$ cat config.mk
export PLATFORM = sky130hd
export DESIGN_NAME = row_repair_device_flat
export DESIGN_NICKNAME = d
export VERILOG_FILES = /design/src/rtl/row_repair_pkg.sv /design/src/rtl/row_repair_if.sv /design/src/rtl/row_repair_device.sv /design/src/flat_wrapper.sv
export SDC_FILE = /design/constraint.sdc
export NUM_CORES = 1
export LEC_CHECK = 0
export BUFFER_PORTS_ARGS = -buffer_cell sky130_fd_sc_hd__buf_2
export CAP_MARGIN = 20
export CORE_ASPECT_RATIO = 0.9
export CORE_MARGIN = 2
export CORE_UTILIZATION = 45
export CTS_BUF_LIST = sky130_fd_sc_hd__clkbuf_4
export DETAILED_ROUTE_END_ITERATION = 10
export SYNTH_ARGS = -nofsm -noshare
export SYNTH_HDL_FRONTEND = slang
export SYNTH_SLANG_ARGS = --single-unit
$ cat constraint.sdc
create_clock -name core_clk -period 14.2 [get_ports core_clk]
set_clock_uncertainty 0.05 [all_clocks]
set_input_delay 0.71 -clock core_clk [delete_from_list [all_inputs] [get_ports core_clk]]
set_output_delay 0.71 -clock core_clk [all_outputs]
set_load 0.02 [all_outputs]
$ cat src/rtl/row_repair_pkg.sv
package row_repair_pkg;
   localparam int NUM_BANKS = 16;
   localparam int BANK_W = 4;
   localparam int ROW_W = 17;
   localparam logic [3:0] ACT_LIMIT_UNLIMITED = 4'h8;
   localparam logic [3:0] ACT_LIMIT_UNTESTED = 4'h0;
   localparam logic [3:0] ACT_LIMIT_700K = 4'h1;
   localparam logic [3:0] ACT_LIMIT_600K = 4'h2;
   localparam logic [3:0] ACT_LIMIT_500K = 4'h3;
   localparam logic [3:0] ACT_LIMIT_400K = 4'h4;
   localparam logic [3:0] ACT_LIMIT_300K = 4'h5;
   localparam logic [3:0] ACT_LIMIT_200K = 4'h7;
   localparam int ACT_LIMIT_LSB = 0;
   localparam int HARD_SUPPORT_BIT = 7;
   localparam int SOFT_SUPPORT_BIT = 6;
   localparam int MR4_SOFT_EN_BIT = 5;
   localparam int MR4_HARD_EN_BIT = 13;
   localparam logic [1:0] READOUT_PAGE2 = 2'h2;
   localparam logic [1:0] READOUT_PAGE3 = 2'h3;
   localparam logic [1:0] READOUT_LOC0 = 2'h0;
   localparam logic [1:0] READOUT_LOC3 = 2'h3;
   localparam logic [7:0] READOUT_UPPER_RESET = 8'h00;
   typedef enum logic [1:0] {
      OP_NONE_TYPE, OP_SOFT_TYPE, OP_HARD_WRA_TYPE, OP_HARD_WR_TYPE
   } repair_op_type;
endpackage
$ cat src/rtl/row_repair_if.sv
interface row_repair_if;
   import row_repair_pkg::*;
   logic mr4_write;
   logic [17:0] mr4_value;
   logic repair_req;
   repair_op_type repair_op;
   logic [row_repair_pkg::BANK_W-1:0] repair_bank;
   logic [row_repair_pkg::ROW_W-1:0] repair_row;
   logic repair_done;
   logic repair_accepted;
   logic readout_req;
   logic [1:0] readout_page;
   logic [1:0] readout_loc;
   logic readout_valid;
   logic [7:0] readout_data;
   logic refresh_req;
   modport controller(output mr4_write, mr4_value, repair_req, repair_op, repair_bank,
      repair_row, readout_req, readout_page, readout_loc, refresh_req,
      input repair_done, repair_accepted, readout_valid, readout_data);
   modport device(input mr4_write, mr4_value, repair_req, repair_op, repair_bank,
      repair_row, readout_req, readout_page, readout_loc, refresh_req,
      output repair_done, repair_accepted, readout_valid, readout_data);
endinterface

$ cat src/rtl/row_repair_device.sv
// Overview of operation
// - Activate limit code sits in low nibble
// - Codes decode to fixed limits, others reserved
// - Background neighbour refresh, so report unlimited
// - Controller respects finite activate limits
// - Soft repair is volatile, may be reassigned
// - Hard repair binding is never released
// - No repeat hard repairs, never both enables
// - Controller supplies failing row address
// - Support bits 7 and 6 on page two
// - One repair row for every bank
// - Hard entry allowed with soft repairs held
// - Repairs in one bank spare other banks; controller skips hard requests to banks 8 apart from a hard-held bank
// - New soft repair replaces old soft address
// - Hard repair replaces soft and locks row
// - Held hard address never changes afterwards
// - Controller prepares banks and modes first; here it only writes the mode register four enable first
// - Mode register four bits enable repairs
// - Autoprecharge form keeps other banks refreshed; here the paired bank and, in the request cycle, all banks lose refresh
// - Plain write form allows no refresh
// - Controller sends guard keys in sequence; this controller sends no guard keys
module row_repair_device (
   input wire logic core_clk,
   input wire logic rst,
   input wire logic clk_en,
   row_repair_if.device link,
   input wire logic [row_repair_pkg::BANK_W-1:0] lookup_bank,
   output logic lookup_repaired,
   output logic lookup_hard,
   output logic [row_repair_pkg::ROW_W-1:0] lookup_row,
   output logic [row_repair_pkg::NUM_BANKS-1:0] refresh_bank_en,
   output logic data_retention_lost,
   output logic soft_enabled,
   output logic hard_enabled
);
   import row_repair_pkg::*;

   logic soft_en_q;
   logic hard_en_q;
   logic [NUM_BANKS-1:0] used_q;
   logic [NUM_BANKS-1:0] hard_q;
   logic [ROW_W-1:0] addr_q [NUM_BANKS];
   logic [BANK_W-1:0] busy_bank_q;
   logic busy_wra_q;
   logic lost_q;
   logic op_ok;
   logic [7:0] readout_d;

   // Enables follow mode register four writes
   always_ff @(posedge core_clk or posedge rst) begin
      if (rst) begin
         soft_en_q <= 1'b0;
         hard_en_q <= 1'b0;
      end else if (clk_en && link.mr4_write) begin
         soft_en_q <= link.mr4_value[MR4_SOFT_EN_BIT];
         hard_en_q <= link.mr4_value[MR4_HARD_EN_BIT];
      end
   end
   assign soft_enabled = soft_en_q;
   assign hard_enabled = hard_en_q;

   // Operation must match the enabled mode; hard entry ignores held soft rows
   always_comb begin
      op_ok = 1'b0;
      case (link.repair_op)
         OP_SOFT_TYPE: op_ok = soft_en_q;
         OP_HARD_WRA_TYPE: op_ok = hard_en_q;
         OP_HARD_WR_TYPE: op_ok = hard_en_q;
         default: op_ok = 1'b0;
      endcase
   end

   // One repair row per bank, each bank updated only by its own request
   genvar b;
   generate
      for (b = 0; b < NUM_BANKS; b++) begin : g_bank
         logic hit;
         assign hit = clk_en && link.repair_req && op_ok &&
            (link.repair_bank == BANK_W'(b));
         always_ff @(posedge core_clk or posedge rst) begin
            if (rst) begin
               used_q[b] <= 1'b0; // Soft content lost at reset
               addr_q[b] <= '0;
            end else if (hit && !hard_q[b]) begin
               used_q[b] <= 1'b1;
               addr_q[b] <= link.repair_row;
            end
         end
         // Reset here clears hard state too in sim, though only soft state is lost at power cycle
         always_ff @(posedge core_clk or posedge rst) begin
            if (rst) begin
               hard_q[b] <= 1'b0;
            end else if (hit && link.repair_op != OP_SOFT_TYPE) begin
               hard_q[b] <= 1'b1; // Never cleared after set
            end
         end
      end
   endgenerate

   // Remember bank under hard repair and which form is running
   always_ff @(posedge core_clk or posedge rst) begin
      if (rst) begin
         busy_bank_q <= '0;
         busy_wra_q <= 1'b0;
         lost_q <= 1'b0;
      end else if (clk_en) begin
         if (link.repair_req && op_ok && link.repair_op != OP_SOFT_TYPE) begin
            busy_bank_q <= link.repair_bank;
            busy_wra_q <= (link.repair_op == OP_HARD_WRA_TYPE);
            lost_q <= (link.repair_op == OP_HARD_WR_TYPE);
         end else if (link.mr4_write && !link.mr4_value[MR4_HARD_EN_BIT]) begin
            busy_wra_q <= 1'b0;
         end
      end
   end
   assign data_retention_lost = lost_q;

   // Refresh reaches all banks except the one under autoprecharge repair, bit zero ignored; no bank in plain write form
   always_comb begin
      for (int i = 0; i < NUM_BANKS; i++) begin
         refresh_bank_en[i] = link.refresh_req;
         if (hard_en_q && !busy_wra_q) begin
            refresh_bank_en[i] = 1'b0;
         end else if (hard_en_q && busy_wra_q &&
            (BANK_W'(i) >> 1) == (busy_bank_q >> 1)) begin
            refresh_bank_en[i] = 1'b0;
         end
      end
   end

   // Repair answer one cycle after request
   always_ff @(posedge core_clk or posedge rst) begin
      if (rst) begin
         link.repair_done <= 1'b0;
         link.repair_accepted <= 1'b0;
      end else if (clk_en) begin
         link.repair_done <= link.repair_req;
         link.repair_accepted <= link.repair_req && op_ok &&
            !hard_q[link.repair_bank];
      end
   end

   // Readout contents are constants; no path writes them
   always_comb begin
      readout_d = READOUT_UPPER_RESET;
      if (link.readout_page == READOUT_PAGE3 && link.readout_loc == READOUT_LOC3) begin
         readout_d[ACT_LIMIT_LSB +: 4] = ACT_LIMIT_UNLIMITED;
      end else if (link.readout_page == READOUT_PAGE2 &&
         link.readout_loc == READOUT_LOC0) begin
         readout_d[HARD_SUPPORT_BIT] = 1'b1;
         readout_d[SOFT_SUPPORT_BIT] = 1'b1;
      end
   end

   always_ff @(posedge core_clk or posedge rst) begin
      if (rst) begin
         link.readout_valid <= 1'b0;
         link.readout_data <= '0;
      end else if (clk_en) begin
         link.readout_valid <= link.readout_req;
         if (link.readout_req) begin
            link.readout_data <= readout_d;
         end
      end
   end

   // Lookup port shows per bank repair state
   always_ff @(posedge core_clk or posedge rst) begin
      if (rst) begin
         lookup_repaired <= 1'b0;
         lookup_hard <= 1'b0;
         lookup_row <= '0;
      end else if (clk_en) begin
         lookup_repaired <= used_q[lookup_bank];
         lookup_hard <= hard_q[lookup_bank];
         lookup_row <= addr_q[lookup_bank];
      end
   end
endmodule

$ cat src/flat_wrapper.sv
// flat-port wrapper written by rule: the top's interface ports become plain ports
module row_repair_device_flat import row_repair_pkg::*;
  (core_clk, rst, clk_en, lookup_bank, lookup_repaired, lookup_hard, lookup_row, refresh_bank_en, data_retention_lost, soft_enabled, hard_enabled, link_mr4_write, link_mr4_value, link_repair_req, link_repair_op, link_repair_bank, link_repair_row, link_readout_req, link_readout_page, link_readout_loc, link_refresh_req, link_repair_done, link_repair_accepted, link_readout_valid, link_readout_data);
  row_repair_if link_i ();
  input wire logic core_clk;
  input wire logic rst;
  input wire logic clk_en;
  input wire logic [row_repair_pkg::BANK_W-1:0] lookup_bank;
  output logic lookup_repaired;
  output logic lookup_hard;
  output logic [row_repair_pkg::ROW_W-1:0] lookup_row;
  output logic [row_repair_pkg::NUM_BANKS-1:0] refresh_bank_en;
  output logic data_retention_lost;
  output logic soft_enabled;
  output logic hard_enabled;
  input wire logic [$bits(link_i.mr4_write)-1:0] link_mr4_write;
  input wire logic [$bits(link_i.mr4_value)-1:0] link_mr4_value;
  input wire logic [$bits(link_i.repair_req)-1:0] link_repair_req;
  input wire logic [$bits(link_i.repair_op)-1:0] link_repair_op;
  input wire logic [$bits(link_i.repair_bank)-1:0] link_repair_bank;
  input wire logic [$bits(link_i.repair_row)-1:0] link_repair_row;
  input wire logic [$bits(link_i.readout_req)-1:0] link_readout_req;
  input wire logic [$bits(link_i.readout_page)-1:0] link_readout_page;
  input wire logic [$bits(link_i.readout_loc)-1:0] link_readout_loc;
  input wire logic [$bits(link_i.refresh_req)-1:0] link_refresh_req;
  output wire logic [$bits(link_i.repair_done)-1:0] link_repair_done;
  output wire logic [$bits(link_i.repair_accepted)-1:0] link_repair_accepted;
  output wire logic [$bits(link_i.readout_valid)-1:0] link_readout_valid;
  output wire logic [$bits(link_i.readout_data)-1:0] link_readout_data;
  assign link_i.mr4_write = link_mr4_write;
  assign link_i.mr4_value = link_mr4_value;
  assign link_i.repair_req = link_repair_req;
  assign link_i.repair_op = link_repair_op;
  assign link_i.repair_bank = link_repair_bank;
  assign link_i.repair_row = link_repair_row;
  assign link_i.readout_req = link_readout_req;
  assign link_i.readout_page = link_readout_page;
  assign link_i.readout_loc = link_readout_loc;
  assign link_i.refresh_req = link_refresh_req;
  assign link_repair_done = link_i.repair_done;
  assign link_repair_accepted = link_i.repair_accepted;
  assign link_readout_valid = link_i.readout_valid;
  assign link_readout_data = link_i.readout_data;
  row_repair_device u_core (.core_clk(core_clk), .rst(rst), .clk_en(clk_en), .link(link_i), .lookup_bank(lookup_bank), .lookup_repaired(lookup_repaired), .lookup_hard(lookup_hard), .lookup_row(lookup_row), .refresh_bank_en(refresh_bank_en), .data_retention_lost(data_retention_lost), .soft_enabled(soft_enabled), .hard_enabled(hard_enabled));
endmodule
---- Word-level counts from Yosys, hierarchy flattened ----
Cells that the tools add are included.
cells by class
  $add $sub $neg .......................... 0
  multipliers ............................. 0
  div/mod/pow operators ................... 0
  $lt $le $gt $ge ......................... 3
  equal/unequal tests ..................... 29
  shifts and indexed selects .............. 0
  mux-type cells .......................... 31
  bitwise logic cells ..................... 1
  reductions and logical operators ........ 94
operator list
  operator                                                    count
  binary-select mux 17 bit (select 4 bit)                     1
  logical AND 1 bit                                           67
  2-to-1 mux 17 bit                                           2
  equality test 4 bit, second input constant                  8
  2-to-1 mux 1 bit                                            21
  logical NOT 1 bit                                           19
  equality test 4 x 3 -> 1 bit, second input constant         4
  binary-select mux 1 bit (select 4 bit)                      3
  equality test 3 bit, first input constant                   4
  equality test 2 bit, second input constant                  5
  less-than comparator 4 x 5 -> 1 bit, second input constant  2
  equality test 4 x 2 -> 1 bit, second input constant         2
  logical NOT 4 bit                                           2
  equality test 2 x 3 -> 1 bit, first input constant          2
  AND reduction 2 bit                                         3
  greater-or-equal comparator 5 bit, second input constant    1
  inverter 4 -> 5 bit                                         1
  equality test 4 x 1 -> 1 bit, second input constant         1
  2-to-1 mux 2 bit                                            2
  2-to-1 mux 4 bit                                            1
  equality test 1 x 3 -> 1 bit, first input constant          1
  equality test 2 x 1 -> 1 bit, second input constant         1
  logical NOT 2 bit                                           1
  != test 2 x 1 -> 1 bit, second input constant               1
  3 further kinds                                             3
storage, ports and cells
  bits in registers ....................... 340
  bits in latches ......................... 0
  RAM bits ................................ 0
  ROM bits ................................ 0
  bits of input ports ..................... 56
  output and inout bits ................... 49
  logic and storage cells ................. 218
  memories kept ........................... 0

---- Depth between registers and ports, before layout ----
Gate-level depths: netlist of the first run.
  word-level depth ........................ 7
  mapped depth ............................ 7
  gate-level depth less buffers ........... 3

---- Least setup slack after synthesis of the first run ----
No wires, ideal clock.
  path type ............................... input to register
  from .................................... input link_repair_bank[2]
  to ...................................... register u_core.addr_q[221] (netlist bit)
  library setup time ...................... 125 ps
  arrival time ............................ 2423 ps
  required time ........................... 14025 ps
  path slack .............................. 11602 ps
  stages on the path ...................... 5
  buffers on the path ..................... 2
  cells stage by stage .................... buf_6 > or4b_4 > a2111oi_4 > buf_6 > mux2_4
on the way
  longest elaborated chain between the ends .. 3
RTL lines
  item                             RTL line                 RTL
  from (decl)                      flat_wrapper.sv:20       input wire logic [$bits(link_i.repair_bank)-1:0] link_repair_bank;
  equality test 4 x 2 -> 1 bit     row_repair_device.sv:79  (link.repair_bank == BANK_W'(b));
  logical AND 1 bit                row_repair_device.sv:78  assign hit = clk_en && link.repair_req && op_ok &&
  logical AND 1 bit                row_repair_device.sv:84  end else if (hit && !hard_q[b]) begin
  to (signal, indexed assignment)  row_repair_device.sv:86  addr_q[b] <= link.repair_row;
  to (decl)                        row_repair_device.sv:42  logic [ROW_W-1:0] addr_q [NUM_BANKS];
Every way passes these cells.
A chain may end at the register's enable or synchronous reset.

---- Final worst setup path of the first run ----
  from .................................... register u_core.hard_en_q (netlist: u_core.hard_enabled)
  to ...................................... register u_core.addr_q[152] (netlist bit)
on the way
  longest elaborated chain between the ends .. 4
RTL lines
  item                                RTL line                 RTL
  from (decl)                         row_repair_device.sv:39  logic hard_en_q;
  from (signal assigned)              row_repair_device.sv:56  hard_en_q <= link.mr4_value[MR4_HARD_EN_BIT];
  one-hot mux 1 bit (2 select lines)  row_repair_device.sv:65  case (link.repair_op)
  logical AND 1 bit (2 in a row)      row_repair_device.sv:78
  logical AND 1 bit                   row_repair_device.sv:84
Every way passes these cells.

==> out/results.txt, run 1 <==
DRT Pass-1 Iters: 7
Worst hold slack: 0.0515 ns
Power density over cell area: 135 nW/um^2
Hold Vio Cnt, Final: 0
H-tree Lvls: 3
Via count: 9279
Die Wd: 199 um
TritonCTS clock tree: built
Synth area leaders: dfrtp_1, mux2_2, mux4_2
Final setup fails: 0
WS Path Type: reg2reg
Cell taking the most area after synthesis: dfrtp_1
RR Endpoint: u_core.addr_q[152]$_DFFE_PP0P_
Startpoint Class: register
HP Class: in2async
Critical path peak fanout: 13
Root buffer cell: clkbuf_4
Multi-input logic area: 6570 um^2
RSZ-0062 raised after global routing: no
Row count: 64
Top-area cell type share of the netlist area: 54.3%
Final Max Slew Viols: 0
Tot GR Track Use: 21.6%
CP Cell Sequence: and2_0 > o2111ai_2 > buf_4 > mux2_2
Most frequent cells after synthesis: dfrtp_1, mux2_2, mux4_2, buf_2, clkbuf_1
Vias in the first global route: 9680
Beginning of the critical path: u_core.hard_enabled$_DFFE_PP0P_
Starting Density: 45.5%
Reg2Reg Setup Slack: 11.17 ns
Yosys warns: 0
R2r worst-path depth: 4
Post-DP HPWL: 21400 um
Storage cell area: 8380 um^2
RR Startpoint: u_core.hard_enabled$_DFFE_PP0P_
Final #Nets: 1160
Layout fillers: 3002
Synth async-reset ratio: 100%
Max-cap violations: 0
Fin crit share: 21.3%
CTS clk-pin slew, worst paths: 0.06 ns
Final setup margin: 11.17 ns
Post-Synthesis Cells: 992
Routed vias/inst: 5.69
Worst slew margin: 24.3%
Setup TNS: 0 ns
Global-route wire length before repair: 58200 um
Setup WS pre-CTS: 10.81 ns
Fmax: 331 MHz
I/O Buffers: 83
Final Power: 0.00235 W
Mapped cell area: 15400 um^2
DR DRC count: 0
Synth cell types: 48
Die Y: 180 um
Synthesized flop and latch total: 335
Routability cong.: 0.762
Largest net degree at the start of global routing: 158
CTS max path bufs: 3
Setup Buffers After CTS: 0
Worst Path Arrival: 3.55 ns
Post-synthesis sequential area ratio: 54.3%
EDFF count, synth: 0
Mean area per synthesized cell: 15.6 um^2
Routed WL: 37300 um
Worst-Margin Slew: 1.13 ns
Status: finished, final reports clean
CTS buffer count: 90
Global route overflow: 0
Layout cells sized above 1: 54.5%
Post_cts resized: 0
Pleak: 8.38 nW
Area Growth Syn to Fin: 12.6%
CP max stage cell: and2_0
CP Data Required Time: 14.72 ns
Core area: 33900 um^2
Die Area: 35800 um^2
Post-CTS Hold Fix Bufs: 0
Initial antenna violation count: 2
Initial DRC Count: 488
Clock latency on the worst-skew pair: 0.73 ns
Worst Setup End Kind: register
WL/cell: 22.9 um
Count leader, synth: dfrtp_1
Main synth FF type: dfrtp_1
Peak supply drop: 61.7 uV
Antenna-violating nets left: 0
Min Clock Period, post-route: 3.03 ns
Top-level port count: 105
Sink Count: 335
Largest stage delay, worst path: 0.84 ns
## final cells by class
| cell class | count | share of cell area [%] |
|---|---|---|
| clock inverter | 17 | 0.886 |
| clock buffer | 138 | 5.96 |
| antenna | 1 | 0.0144 |
| tap | 462 | 3.33 |
| timing repair buffer | 109 | 3.59 |
| sequential | 335 | 48.3 |
| inverter | 6 | 0.173 |
| multi-input combinational | 562 | 37.8 |
## metal layers
| layer | up-vias | wire, um | track usage, % |
|---|---|---|---|
| met3 | 64 | 1750 | 4.37 |
| li1 | 4042 | - | - |
| met2 | 246 | 17100 | 32.2 |
| met5 | - | 13 | 0 |
| met1 | 4925 | 17600 | 31.8 |
| met4 | 2 | 779 | 7.31 |
## state kept, by name, summed over array words and instances (netlist names)
name                         cells
u_core.link.repair_done          1
u_core.busy_wra_q                1
u_core.data_retention_lost       1
u_core.link.repair_accepted      1
u_core.lookup_row               17
u_core.hard_enabled              1
u_core.lookup_repaired           1
u_core.hard_q                   16
u_core.addr_q                  272
u_core.soft_enabled              1
u_core.link.readout_data         2
u_core.used_q                   16
u_core.busy_bank_q               3
u_core.link.readout_valid        1
u_core.lookup_hard               1
## power by group
group | internal, W | total [W] | switching [W] | leakage [nW]
combinational | 0.000172 | 0.000318 | 0.000146 | 3.19
clock | 0.000494 | 0.000888 | 0.000394 | 0.710
sequential | 0.00108 | 0.00114 | 0.0000687 | 4.48
## placed cells by master (no fill, tap or decap), types with 5 or more instances in the layout
master	count
a21boi_0	8
a21o_1	13
a221oi_1	19
and2_1	7
buf_2	81
buf_4	26
clkbuf_4	138
clkinv_1	10
conb_1	5
dfrtp_1	335
inv_1	5
mux2_2	268
mux2_4	9
mux2i_1	19
mux4_2	80
nand2_1	8
nand2b_1	15
nor2_1	21
o2111ai_2	11
o21ai_0	11
o22ai_1	19
or2_2	6
## cell families after synthesis
| group | Yosys count | share of synthesized area (%) |
|---|---|---|
| multiplexers | 376 | 33.3 |
| flip-flops | 335 | 54.3 |
| AO/OA/AOI/OAI | 100 | 5.86 |
| buffers and inverters | 99 | 3.23 |
| AND/OR/NAND/NOR | 81 | 3.21 |
| other | 1 | 0.0243 |
## critical path: cells and delay by family (launching register included)
| family | cells | cell delay (ns) |
|---|---|---|
| AO/OA/AOI/OAI | 1 | 0.69 |
| buffers and inverters | 1 | 0.46 |
| flip-flops | 1 | 0.55 |
| multiplexers | 1 | 0.29 |
| AND/OR/NAND/NOR | 1 | 0.84 |
## how the worst max path moves through the flow
| stage | end | slack, ns | cells after the start |
|---|---|---|---|
| 6_report | u_core.addr_q[152]$_DFFE_PP0P_ | 11.17 | 4 |
| 5_1_grt | u_core.addr_q[152]$_DFFE_PP0P_ | 11.07 | 4 |
| 4_1_cts | u_core.addr_q[152]$_DFFE_PP0P_ | 11.16 | 4 |
| 3_5_place_dp | u_core.addr_q[139]$_DFFE_PP0P_ | 10.81 | 5 |
| 3_3_place_gp | u_core.addr_q[207]$_DFFE_PP0P_ | 10.83 | 5 |
| 2_1_floorplan | u_core.addr_q[0]$_DFFE_PP0P_ | 4.16 | 1 |
## metrics by stage
step           util [%]  instance area, um^2  cells
5_1_grt            51.3                17400   1630
2_1_floorplan         -                15400    996
6_report           51.3                17400   1630
3_5_place_dp       47.8                16200   1474
3_3_place_gp       47.8                16200   1473
4_1_cts            51.3                17400   1629
No activity file was read; power rests on OpenSTA's default activity.
==> inputs of run 2 (changes only) <==
Clock period 14.2 ns to 2.8 ns, I/O delays scaled along.
==> out/results.txt, run 2 (synthesis results as in run 1) <==
Final Power: 0.0117 W
WS Path Type: reg2reg
Post_cts resized: 0
Global route overflow: 0
Hold Vio Cnt, Final: 0
Area Growth Syn to Fin: 16.4%
Largest net degree at the start of global routing: 92
WL/cell: 21.9 um
Worst-Margin Slew: 0.755 ns
Peak supply drop: 386 uV
Power density over cell area: 651 nW/um^2
Critical path peak fanout: 18
Final setup fails: 0
Fin crit share: 81.5%
Sink Count: 335
H-tree Lvls: 3
Core Util, Final: 53.0%
Post-DP HPWL: 21900 um
I/O Buffers: 83
Die Wd: 199 um
CP Data Required Time: 3.30 ns
Min Clock Period, post-route: 2.28 ns
Startpoint Class: register
Worst Path Arrival: 2.78 ns
Routability cong.: 0.776
Commonest non-fill, non-tap cells in the layout: dfrtp_1, mux2_2, clkbuf_4
CTS max path bufs: 3
Status: finished, final reports clean
Max-cap violations: 0
Worst Setup End Kind: register
Pleak: 8.62 nW
Vias in the first global route: 9925
Final Max Slew Viols: 0
Multi-input logic area: 6570 um^2
DRT Pass-1 Iters: 4
Root buffer cell: clkbuf_4
CTS clk-pin slew, worst paths: 0.06 ns
Tot GR Track Use: 21.5%
TritonCTS clock tree: built
Worst slew margin: 49.7%
HP Class: in2reg
Final #Nets: 1222
Routed WL: 36700 um
CTS buffer count: 88
Storage cell area: 8380 um^2
Die Area: 35800 um^2
Row count: 64
Setup Buffers After CTS: 0
Top-level port count: 105
Routed vias/inst: 5.60
Fmax: 438 MHz
RSZ-0062 raised after global routing: no
Die Y: 180 um
Starting Density: 45.5%
Initial antenna violation count: 2
Layout fillers: 2907
Biggest regs: u_core.addr_q: 272 flops, u_core.lookup_row: 17 flops
Clock latency on the worst-skew pair: 0.71 ns
Worst hold slack: 0.234 ns
Antenna-violating nets left: 0
Layout cells sized above 1: 53.2%
Global-route wire length before repair: 58200 um
Reg with most FFs: u_core.addr_q
Number of flip-flops in the largest register: 272
DR DRC count: 0
Initial DRC Count: 428
Via count: 9400
Core area: 33900 um^2
Most common cell after layout, fill and taps aside: dfrtp_1
-- run 2: cell count changes in the layout (fill, tap and decap cells not counted), moves of 2 or more --
cell	previous run	this run
a2111oi_0	1	3
a2111oi_1	2	0
buf_12	1	10
buf_4	26	38
clkbuf_4	138	129
clkinv_1	10	5
clkinvlp_4	0	3
dlygate4sd3_1	0	44
-- run 2: worst paths after layout --
check	from	to	slack (ns)	depth (start not counted)
max	u_core.soft_enabled$_DFFE_PP0P_	u_core.addr_q[100]$_DFFE_PP0P_	0.52	4
min	lookup_bank[3]	u_core.lookup_row[8]$_DFFE_PP0P_	0.23	4
max reg2reg	u_core.soft_enabled$_DFFE_PP0P_	u_core.addr_q[100]$_DFFE_PP0P_	0.52	4
min reg2reg	u_core.used_q[6]$_DFFE_PP0P_	u_core.used_q[6]$_DFFE_PP0P_	0.41	1
max in group asynchronous	rst	u_core.addr_q[36]$_DFFE_PP0P_	1.24	5
min in group asynchronous	rst	u_core.addr_q[264]$_DFFE_PP0P_	0.57	4
-- run 2: area by class of cell --
class,instances,share of cell area (%)
sequential,335,46.7
tap,462,3.22
clock buffer,129,5.39
antenna,1,0.0139
inverter,6,0.146
timing repair buffer,173,7.41
multi-input combinational,562,36.6
clock inverter,10,0.543
-- run 2: metal layers --
layer  track usage [%]  vias up  wire length [um]
met5                 0        -                 0
met4              6.60        0               748
met3              4.22       69              1780
met2              32.0      229             17000
met1              31.9     4955             17200
li1                  -     4147                 -
-- run 2: power breakdown --
group	switching (W)	internal, W	leakage, nW	total, W
Combinational	0.000757	0.000949	3.51	0.00171
Clock	0.00193	0.00226	0.634	0.00418
Sequential	0.000348	0.00546	4.48	0.00580
Total	0.00303	0.00866	8.62	0.0117
-- run 2: what timing repair did --
item / CTS / global route
endpoints found under the setup margin: 0 / 0
hold buffers: 44 / 0
endpoints found under the hold margin: 653 / 0
-- run 2: per-stage QoR --
| stage | instances | setup TNS (ns) | cell area [um^2] | setup WS (ns) |
|---|---|---|---|---|
| detailed placement | 1494 | 0 | 16500 | 0.550 |
| global placement | 1494 | 0 | 16500 | 0.600 |
| global route | 1678 | 0 | 18000 | 0.434 |
| floorplan | 996 | -625.31 | 15400 | -1.87 |
| finish | 1678 | 0 | 18000 | 0.517 |
| CTS | 1677 | 0 | 18000 | 0.491 |
-- run 2: critical path, stage by stage, from the launching register on --
cell and delay, ns:
dfrtp_1 0.42, and3b_1 0.65, o2111a_1 0.25, buf_4 0.34
mux2_2 0.38
